File: config.mk
export PLATFORM = sky130hd
export DESIGN_NAME = alp_addr_load_port_out
export DESIGN_NICKNAME = d
export VERILOG_FILES = /design/src/logic/alp_pkg.sv /design/src/logic/alp_addr_load_port_out.sv
export SDC_FILE = /design/constraint.sdc
export NUM_CORES = 1
export LEC_CHECK = 0
export BUFFER_PORTS_ARGS = -buffer_cell sky130_fd_sc_hd__buf_2
export CAP_MARGIN = 40
export CORE_ASPECT_RATIO = 0.8
export CORE_MARGIN = 3
export CORE_UTILIZATION = 39
export CTS_CLUSTER_SIZE = 12
export DETAILED_ROUTE_END_ITERATION = 10
export PLACE_DENSITY = 0.78
export REMOVE_ABC_BUFFERS = 1
export SYNTH_ARGS = -nofsm -noshare
export SYNTH_HDL_FRONTEND = slang
export SYNTH_SLANG_ARGS = --single-unit
File: constraint.sdc
create_clock -name clock_i -period 1.65 [get_ports clock_i]
set_input_delay 0.33 -clock clock_i [delete_from_list [all_inputs] [get_ports clock_i]]
set_output_delay 0.33 -clock clock_i [all_outputs]
set_load 0.02 [all_outputs]
File: src/logic/alp_pkg.sv
// Purpose: constants for the pointer-load and port-output decoder
// Assumes: 10-bit instruction words, 4-bit data path
// Notes:   opcode patterns are compared after masking the immediate fields
package alp_pkg;
	localparam int          ALP_IW         = 10;
	localparam int          ALP_DW         = 4;
	localparam int          ALP_ZW         = 2;
	// row/column load: 11 xxxx yyyy
	localparam logic [9:0]  ALP_ROW_COL_LOAD_MASK = 10'h300;
	localparam logic [9:0]  ALP_ROW_COL_LOAD_CODE = 10'h300;
	localparam int          ALP_X_LSB      = 4;
	localparam int          ALP_Y_LSB      = 0;
	// bank load: 00 0100 10zz
	localparam logic [9:0]  ALP_BANK_LOAD_MASK = 10'h3fc;
	localparam logic [9:0]  ALP_BANK_LOAD_CODE = 10'h048;
	localparam int          ALP_Z_LSB      = 0;
	// port outputs and nop
	localparam logic [9:0]  ALP_OP0_CODE   = 10'h220;
	localparam logic [9:0]  ALP_OP1_CODE   = 10'h221;
	localparam logic [9:0]  ALP_NOP_CODE   = 10'h000;
	// reset values
	localparam logic [3:0]  ALP_PTR_RST    = 4'h0;
	localparam logic [1:0]  ALP_BANK_RST   = 2'h0;
	localparam logic [3:0]  ALP_PORT_RST   = 4'h0;
endpackage : alp_pkg

File: src/logic/alp_addr_load_port_out.sv
// Purpose: decode and execute pointer loads and port 0/1 output writes
// Assumes: one instruction word per valid cycle from program memory, same clock
// Notes:   accumulator is only read here, never written back
//          the load run survives invalid cycles, so a stall never re-arms a load
//          unknown words only pulse done and close an open load run
//          reset closes the run, so the first load after reset executes
`timescale 1ns/1ns
module alp_addr_load_port_out (
	input  wire logic                          clock_i,
	input  wire logic                          reset_i,
	input  wire logic                          instr_valid_i,
	input  wire logic [alp_pkg::ALP_IW-1:0]    instr_i,
	input  wire logic [alp_pkg::ALP_DW-1:0]    acc_i,
	output logic      [alp_pkg::ALP_DW-1:0]    row_ptr_o,
	output logic      [alp_pkg::ALP_DW-1:0]    col_ptr_o,
	output logic      [alp_pkg::ALP_ZW-1:0]    bank_ptr_o,
	output logic      [alp_pkg::ALP_DW-1:0]    output_port_zero_o,
	output logic      [alp_pkg::ALP_DW-1:0]    output_port_one_o,
	output logic                               skipped_o,
	output logic                               done_o
);
	import alp_pkg::*;

	localparam int NUM_PORTS = 2;

	// decoded class of the word on instr_i
	typedef enum logic [2:0] {
		ALP_OP_OTHER                = 3'h0,
		ALP_OP_NOP                  = 3'h1,
		ALP_OP_LOAD_ROW_COL_POINTER = 3'h2,
		ALP_OP_LOAD_BANK_POINTER    = 3'h3,
		ALP_OP_OUT_PORT0_FROM_ACC   = 3'h4,
		ALP_OP_OUT_PORT1_FROM_ACC   = 3'h5
	} alp_op_e;

	// row/column load run: open after an executed or skipped load
	typedef enum logic {
		ALP_RUN_IDLE   = 1'b0,
		ALP_RUN_LOADED = 1'b1
	} alp_run_e;

	alp_op_e                          op;
	logic                             row_col_hit;
	logic                             bank_hit;
	logic                             take_row_col;
	logic                             take_bank;
	logic [NUM_PORTS-1:0]             port_write;
	wire  [NUM_PORTS-1:0][ALP_DW-1:0] port_q;

	logic [ALP_DW-1:0]                row_q,  row_d;
	logic [ALP_DW-1:0]                col_q,  col_d;
	logic [ALP_ZW-1:0]                bank_q, bank_d;
	alp_run_e                         run_q,  run_d;
	logic                             skip_q, skip_d;
	logic                             done_q, done_d;

	// classify the word; immediate fields are masked before matching
	always_comb begin
		// row/column loads own the whole upper quarter of the code space
		row_col_hit = (instr_i & ALP_ROW_COL_LOAD_MASK) == ALP_ROW_COL_LOAD_CODE;
		bank_hit    = (instr_i & ALP_BANK_LOAD_MASK) == ALP_BANK_LOAD_CODE;
		op          = ALP_OP_OTHER;
		if (row_col_hit) begin
			op = ALP_OP_LOAD_ROW_COL_POINTER;
		end else if (bank_hit) begin
			op = ALP_OP_LOAD_BANK_POINTER;
		end else if (instr_i == ALP_OP0_CODE) begin
			op = ALP_OP_OUT_PORT0_FROM_ACC;
		end else if (instr_i == ALP_OP1_CODE) begin
			op = ALP_OP_OUT_PORT1_FROM_ACC;
		end else if (instr_i == ALP_NOP_CODE) begin
			op = ALP_OP_NOP;
		end
	end

	// strobes are gated by valid so a stalled word writes nothing
	always_comb begin
		take_bank     = instr_valid_i && (op == ALP_OP_LOAD_BANK_POINTER);
		port_write[0] = instr_valid_i && (op == ALP_OP_OUT_PORT0_FROM_ACC);
		port_write[1] = instr_valid_i && (op == ALP_OP_OUT_PORT1_FROM_ACC);
	end

	// run state: an executed or skipped load keeps it open, any other valid word closes it
	always_comb begin
		run_d        = run_q;
		take_row_col = 1'b0;
		// idle cycles leave the run alone: a stall must not re-arm a load
		if (instr_valid_i) begin
			unique case (run_q)
				ALP_RUN_IDLE: begin
					if (op == ALP_OP_LOAD_ROW_COL_POINTER) begin
						run_d        = ALP_RUN_LOADED;
						take_row_col = 1'b1;
					end
				end
				ALP_RUN_LOADED: begin
					// a skipped load leaves the run open, so a third load is skipped too
					if (op != ALP_OP_LOAD_ROW_COL_POINTER) begin
						run_d = ALP_RUN_IDLE;
					end
				end
			endcase
		end
	end

	// reset closes the run so the first load after reset executes
	always_ff @(posedge clock_i or posedge reset_i) begin
		if (reset_i) begin
			run_q <= ALP_RUN_IDLE;
		end else begin
			run_q <= run_d;
		end
	end

	// skip pulse: a row/column load met while the run is open
	always_comb begin
		skip_d = 1'b0;
		if (instr_valid_i && (run_q == ALP_RUN_LOADED)) begin
			skip_d = (op == ALP_OP_LOAD_ROW_COL_POINTER);
		end
	end

	always_ff @(posedge clock_i or posedge reset_i) begin
		if (reset_i) begin
			skip_q <= 1'b0;
		end else begin
			skip_q <= skip_d;
		end
	end

	// row and column pointers take the two nibbles of one word
	always_comb begin
		row_d = row_q;
		col_d = col_q;
		if (take_row_col) begin
			row_d = instr_i[ALP_X_LSB +: ALP_DW];
			col_d = instr_i[ALP_Y_LSB +: ALP_DW];
		end
	end

	always_ff @(posedge clock_i or posedge reset_i) begin
		if (reset_i) begin
			row_q <= ALP_PTR_RST;
			col_q <= ALP_PTR_RST;
		end else begin
			row_q <= row_d;
			col_q <= col_d;
		end
	end

	// bank pointer is two bits wide, so its field cannot exceed 3
	always_comb begin
		bank_d = bank_q;
		if (take_bank) begin
			bank_d = instr_i[ALP_Z_LSB +: ALP_ZW];
		end
	end

	always_ff @(posedge clock_i or posedge reset_i) begin
		if (reset_i) begin
			bank_q <= ALP_BANK_RST;
		end else begin
			bank_q <= bank_d;
		end
	end

	// one latch per output port; the accumulator is only sampled, never written back
	for (genvar g = 0; g < NUM_PORTS; g++) begin : g_port
		logic [ALP_DW-1:0] latch_d;
		logic [ALP_DW-1:0] latch_q;

		always_comb begin
			latch_d = latch_q;
			if (port_write[g]) begin
				latch_d = acc_i;
			end
		end

		always_ff @(posedge clock_i or posedge reset_i) begin
			if (reset_i) begin
				latch_q <= ALP_PORT_RST;
			end else begin
				latch_q <= latch_d;
			end
		end

		assign port_q[g] = latch_q;
	end

	// unknown words and the all-zero word still finish in one cycle
	always_comb begin
		done_d = instr_valid_i;
	end

	always_ff @(posedge clock_i or posedge reset_i) begin
		if (reset_i) begin
			done_q <= 1'b0;
		end else begin
			done_q <= done_d;
		end
	end

	// every output is a register, no logic after the flops
	assign row_ptr_o          = row_q;
	assign col_ptr_o          = col_q;
	assign bank_ptr_o         = bank_q;
	assign output_port_zero_o = port_q[0];
	assign output_port_one_o  = port_q[1];
	assign skipped_o          = skip_q;
	assign done_o             = done_q;
endmodule : alp_addr_load_port_out

==> results.txt, run 1 <==
Ant diodes -> 0
Starting Density -> 43.5%
Cell type with the highest aggregate area in the netlist -> dfrtp_1
HPWL reported at the end of detailed placement -> 1.48 mm
Largest net degree at the start of global routing -> 22
Metal2 WL -> 850 um
Status -> complete, no violations
Routed Wire Length -> 1.79 mm
Async set-reset flop share out of synthesis -> 100%
Fin. Hold Viols -> 0
Share of cells above drive strength 1 -> 60.2%
Max_slew headroom -> 76.0%
WL met1 -> 761 um
Initial antenna violation count -> 0
Crit path kind -> primary input to flop
CTS Buf Count -> 3
CTS clk-pin slew, worst paths -> 110 ps
Post-synth EDFFs -> 0
Hold crit path type -> primary input to asynchronous set/reset pin
Avg Cell Area, Syn -> 15.1 um2
Die width -> 58.5 um
Initial DRC count -> 17
Main synth FF type -> dfrtp_1
RSZ-0062 raised after global routing -> no
Post-CTS sizing -> 0
Total power -> 1.07 mW
CTS root buffer -> clkbuf_4
Row Count -> 14
NumNets Final -> 121
Worst-path cell chain -> buf_2 -> nor4_1 -> nand4_1 -> or3_4 -> mux2_4
Htree depth -> 1
Post-synth top cells -> 21 x dfrtp_1, 8 x mux2_2, 6 x mux2_1
Peak supply drop -> 0.553 mV
Via-to-Cell Ratio -> 5.02
Clock sinks -> 21
Die area -> 2810 um2
Crit start category -> primary input
Setup violators final -> 0
Most frequent cell after synthesis -> dfrtp_1
FF+latch count, synth -> 21
Final Cycle Share -> 86.2%
Vias in the first global route -> 665
Pleak -> 0.636 nW
Min cycle time layout -> 1420 ps
Placed cell count -> 123
FMAX -> 703 MHz
1st-pass router iterations -> 4
Vias -> 638
DRC -> 0
Clock Tree Buf Depth -> 2
Ports -> 37
Final TNS setup -> 0 ps
Area Growth Syn to Fin -> 34.6%
Largest fanout on the critical path -> 4
Power per cell area -> 923 nW/um2
Worst skew pair latency -> 300 ps
Die extent in y -> 48.0 um
Library cells used by synthesis -> 18
Hold slack -> 41.3 ps
Final ANT Viol Nets -> 0
Pins Over Slew Limit -> 0
Worst path required time -> 1840 ps
Hold buffer count at CTS -> 0
Top-area cell type share of the netlist area -> 61.0%
Finished Layout Cells -> 127
Slowest cell on the critical path -> or3_4
Crit-path max cell delay -> 400 ps
Sequential-to-total area share from yosys stat -> 61.0%
Worst-Margin Slew -> 358 ps
Critical Path Sink Type -> flop
Tot GR Track Use -> 15.5%
Grt ovf -> 0
Synthesized instance count -> 57
Synth area leaders -> dfrtp_1 61%, mux2_2 10%, mux2_1 7.8%
Clk_skew -> 5.89 ps
Placeable Area -> 1980 um2
Wire per inst -> 14.1 um
Yosys warns -> 0
CTS tree -> yes
Routed wl met3 -> 176 um
GP Congestion -> 0.756
First-pass GRT wire length -> 3.10 mm
IO buf count -> 36
Post-CTS Setup Bufs -> 0
Max-Cap Viols -> 0
Top sig layer -> met4
CP arrival -> 1610 ps
Syn Std Cell Area -> 861 um2
power breakdown:
part | internal [mW] | switching [mW]
registers | 0.568 | 0.0248
clock network | 0.0941 | 0.143
logic | 0.104 | 0.135
placed cells by master, fill, tap and decap left out, types with 2 or more instances in the layout:
master / n
mux2_4: 4
nand3_1: 2
clkbuf_4: 3
buf_4: 6
buf_2: 36
inv_1: 2
mux2_2: 8
dfrtp_1: 21
nor2_1: 3
mux2_1: 6
flip-flops by register name, indices dropped and copies added (netlist names):
name                flops
bank_ptr_o              2
col_ptr_o               4
done_o                  1
output_port_one_o       4
output_port_zero_o      4
row_ptr_o               4
run_q                   1
skipped_o               1
cells by family after synthesis:
kind of cell    count (synthesis)  share of synthesized area [%]
flops                          21                           61.0
mux                            18                           25.3
simple gates                   14                           11.8
buf+inv                         3                           1.31
compound gates                  1                          0.581
routing by layer:
metal	vias up	GRT usage, %
met5	-	0
met4	0	2.78
met3	2	5.93
met2	29	27.6
met1	309	18.3
li1	298	-
critical path: cells and delay by family:
| family | cells | cell delay [ps] |
|---|---|---|
| mux | 1 | 310 |
| buf+inv | 1 | 110 |
| simple gates | 3 | 860 |
layout make-up:
| class | count | area, um2 |
|---|---|---|
| Timing Repair Buffer | 43 | 245 |
| Tap cell | 24 | 30.0 |
| Multi-Input combinational cell | 33 | 324 |
| Fill cell | 178 | 821 |
| Sequential cell | 21 | 526 |
| Inverter | 2 | 7.51 |
| Clock buffer | 4 | 26.3 |
per-stage QoR:
stage / utilization, % / cell area, um2 / setup WS [ps]
4_1_cts: 58.5 / 1160 / 214
3_5_place_dp: 57.2 / 1130 / -107
2_1_floorplan: - / 857 / 121
6_report: 58.5 / 1160 / 228
5_1_grt: 58.5 / 1160 / 77.7
3_3_place_gp: 57.2 / 1130 / -76.0
path summary, 6_finish.rpt:
path	start	endpoint	slack, ps	cells past startpoint
worst min register to register	output_port_one_o[2]	output_port_one_o[2]	500	1
min in group clock_i	instr_valid_i	done_o	190	1
worst max-delay path	instr_i[7]	output_port_zero_o[3]	230	5
worst max register to register	run_q	row_ptr_o[0]	580	4
max in group asynchronous	reset_i	output_port_zero_o[2]	1390	3
worst min-delay path	reset_i	row_ptr_o[1]	40	3
Power figures use the tool's default switching activity.
==> run 2: changes to the inputs <==
- CELL_PAD_IN_SITES_DETAIL_PLACEMENT: unset -> 2
- CELL_PAD_IN_SITES_GLOBAL_PLACEMENT: unset -> 2
- CORE_UTILIZATION: 39 -> 29
- PLACE_DENSITY: 0.78 -> 0.86
==> run 2 against run 1 <==
Combinational power increased by 7%. Sequential cell count stayed put. Largest power group unchanged. Die area rose by 30%. Clock-buffer cell count is 1 lower. Critical path type unchanged.
==> results.txt, run 2 (synthesis results as in run 1) <==
Critical Path Sink Type -> flop (unchanged)
Final worst setup slack -> 91.9 ps (was 228 ps)
Post-CTS Setup Bufs -> 0 (unchanged)
Routed Wire Length -> 2.43 mm (was 1.79 mm)
DRC -> 0 (unchanged)
Final ANT Viol Nets -> 0 (unchanged)
First-pass GRT wire length -> 3.64 mm (was 3.10 mm)
RSZ-0062 raised after global routing -> no (unchanged)
Peak supply drop -> 0.628 mV (was 0.553 mV)
Fin area -> 1220 um2 (was 1160 um2)
Post-CTS sizing -> 0 (unchanged)
Share of cells above drive strength 1 -> 62.3% (was 60.2%)
Total power -> 1.19 mW (was 1.07 mW)
Highest-count cells in the layout ignoring fill and taps -> 36 x buf_2, 21 x dfrtp_1, 9 x buf_4, 8 x mux2_2, 6 x mux2_1 (was 36 x buf_2, 21 x dfrtp_1, 8 x mux2_2, 6 x mux2_1, 6 x buf_4)
Clock Tree Buf Depth -> 2 (unchanged)
Htree depth -> 1 (unchanged)
Pins Over Slew Limit -> 0 (unchanged)
Vias in the first global route -> 713 (was 665)
Fin. Hold Viols -> 0 (unchanged)
GP Congestion -> 0.754 (was 0.756)
Die extent in y -> 54.7 um (was 48.0 um)
Worst skew pair latency -> 260 ps (was 300 ps)
Via-to-Cell Ratio -> 4.56 (was 5.02)
Commonest non-fill, non-tap cell in the layout -> buf_2 (unchanged)
Largest fanout on the critical path -> 4 (unchanged)
Clk_skew -> 3.25 ps (was 5.89 ps)
IO buf count -> 36 (unchanged)
Hold crit path type -> primary input to asynchronous set/reset pin (unchanged)
Ant diodes -> 0 (unchanged)
Status -> complete, no violations (unchanged)
1st-pass router iterations -> 2 (was 4)
Placed cell count -> 140 (was 123)
Crit start category -> primary input (unchanged)
Hold buffer count at CTS -> 0 (unchanged)
Clock sinks -> 21 (unchanged)
Crit path kind -> primary input to flop (unchanged)
Starting Density -> 30.9% (was 43.5%)
Max_slew headroom -> 71.5% (was 76.0%)
Die width -> 66.9 um (was 58.5 um)
Die area -> 3660 um2 (was 2810 um2)
CTS Buf Count -> 3 (unchanged)
FMAX -> 642 MHz (was 703 MHz)
Worst path required time -> 1800 ps (was 1840 ps)
Placeable Area -> 2790 um2 (was 1980 um2)
Area Growth Syn to Fin -> 41.6% (was 34.6%)
Pleak -> 0.660 nW (was 0.636 nW)
Initial DRC count -> 14 (was 17)
Setup violators final -> 0 (unchanged)
Worst-Margin Slew -> 425 ps (was 358 ps)
HPWL reported at the end of detailed placement -> 2.02 mm (was 1.48 mm)
Min cycle time layout -> 1560 ps (was 1420 ps)
CTS root buffer -> clkbuf_8 (was clkbuf_4)
Final TNS setup -> 0 ps (unchanged)
CTS clk-pin slew, worst paths -> 80 ps (was 110 ps)
Layout Utilization -> 43.7% (was 58.5%)
Wire per inst -> 16.9 um (was 14.1 um)
Largest net degree at the start of global routing -> 13 (was 22)
Placed Area -> 1170 um2 (was 1130 um2)
Grt ovf -> 0 (unchanged)
Final Cycle Share -> 94.4% (was 86.2%)
NumNets Final -> 124 (was 121)
Tot GR Track Use -> 14.3% (was 15.5%)
Initial antenna violation count -> 0 (unchanged)
Ports -> 37 (unchanged)
Row Count -> 17 (was 14)
Finished Layout Cells -> 144 (was 127)
Pre-CTS setup slack -> -189 ps (was -107 ps)
CTS tree -> yes (unchanged)
Power per cell area -> 978 nW/um2 (was 923 nW/um2)
Vias -> 656 (was 638)
CP arrival -> 1710 ps (was 1610 ps)
Max-Cap Viols -> 0 (unchanged)
Hold slack -> 49.0 ps (was 41.3 ps)
run 2: final timing paths:
check                                       endpoint  cells after the start  slack (ps)                  from
worst min register to register  output_port_one_o[1]                      1         500  output_port_one_o[1]
worst max register to register          row_ptr_o[3]                      4         550                 run_q
worst max-delay path            output_port_one_o[3]                      5          90            instr_i[8]
max in group asynchronous              bank_ptr_o[1]                      3        1090               reset_i
min in group clock_i                          done_o                      1         240         instr_valid_i
worst min-delay path            output_port_one_o[0]                      2          50               reset_i
run 2: layout make-up:
cell class	count	area [um2]
flip-flops and latches	21	526
multi-input cells	33	324
fillers	288	1570
repair buffers	46	268
clock inverters	1	5.00
well taps	38	47.5
clock buffers	3	41.3
inverters	2	7.51
run 2: power by group:
group	leakage (nW)	internal, mW	switching [mW]
sequential	0.273	0.569	0.0304
clock	0.0255	0.168	0.169
combinational	0.362	0.108	0.147
total	0.660	0.846	0.346
run 2: metal layers:
layer | global-route usage (%) | vias to the layer above | routed length (um)
li1 | - | 302 | -
met1 | 17.7 | 320 | 1080
met2 | 23.4 | 28 | 1160
met3 | 4.11 | 6 | 146
met4 | 6.40 | 0 | 40
met5 | 0 | - | 0
run 2: critical path, stage by stage:
cell,delay [ps]
buf_2,120
nor4_2,400
nor2_1,90
nor3_2,390
mux2_1,370
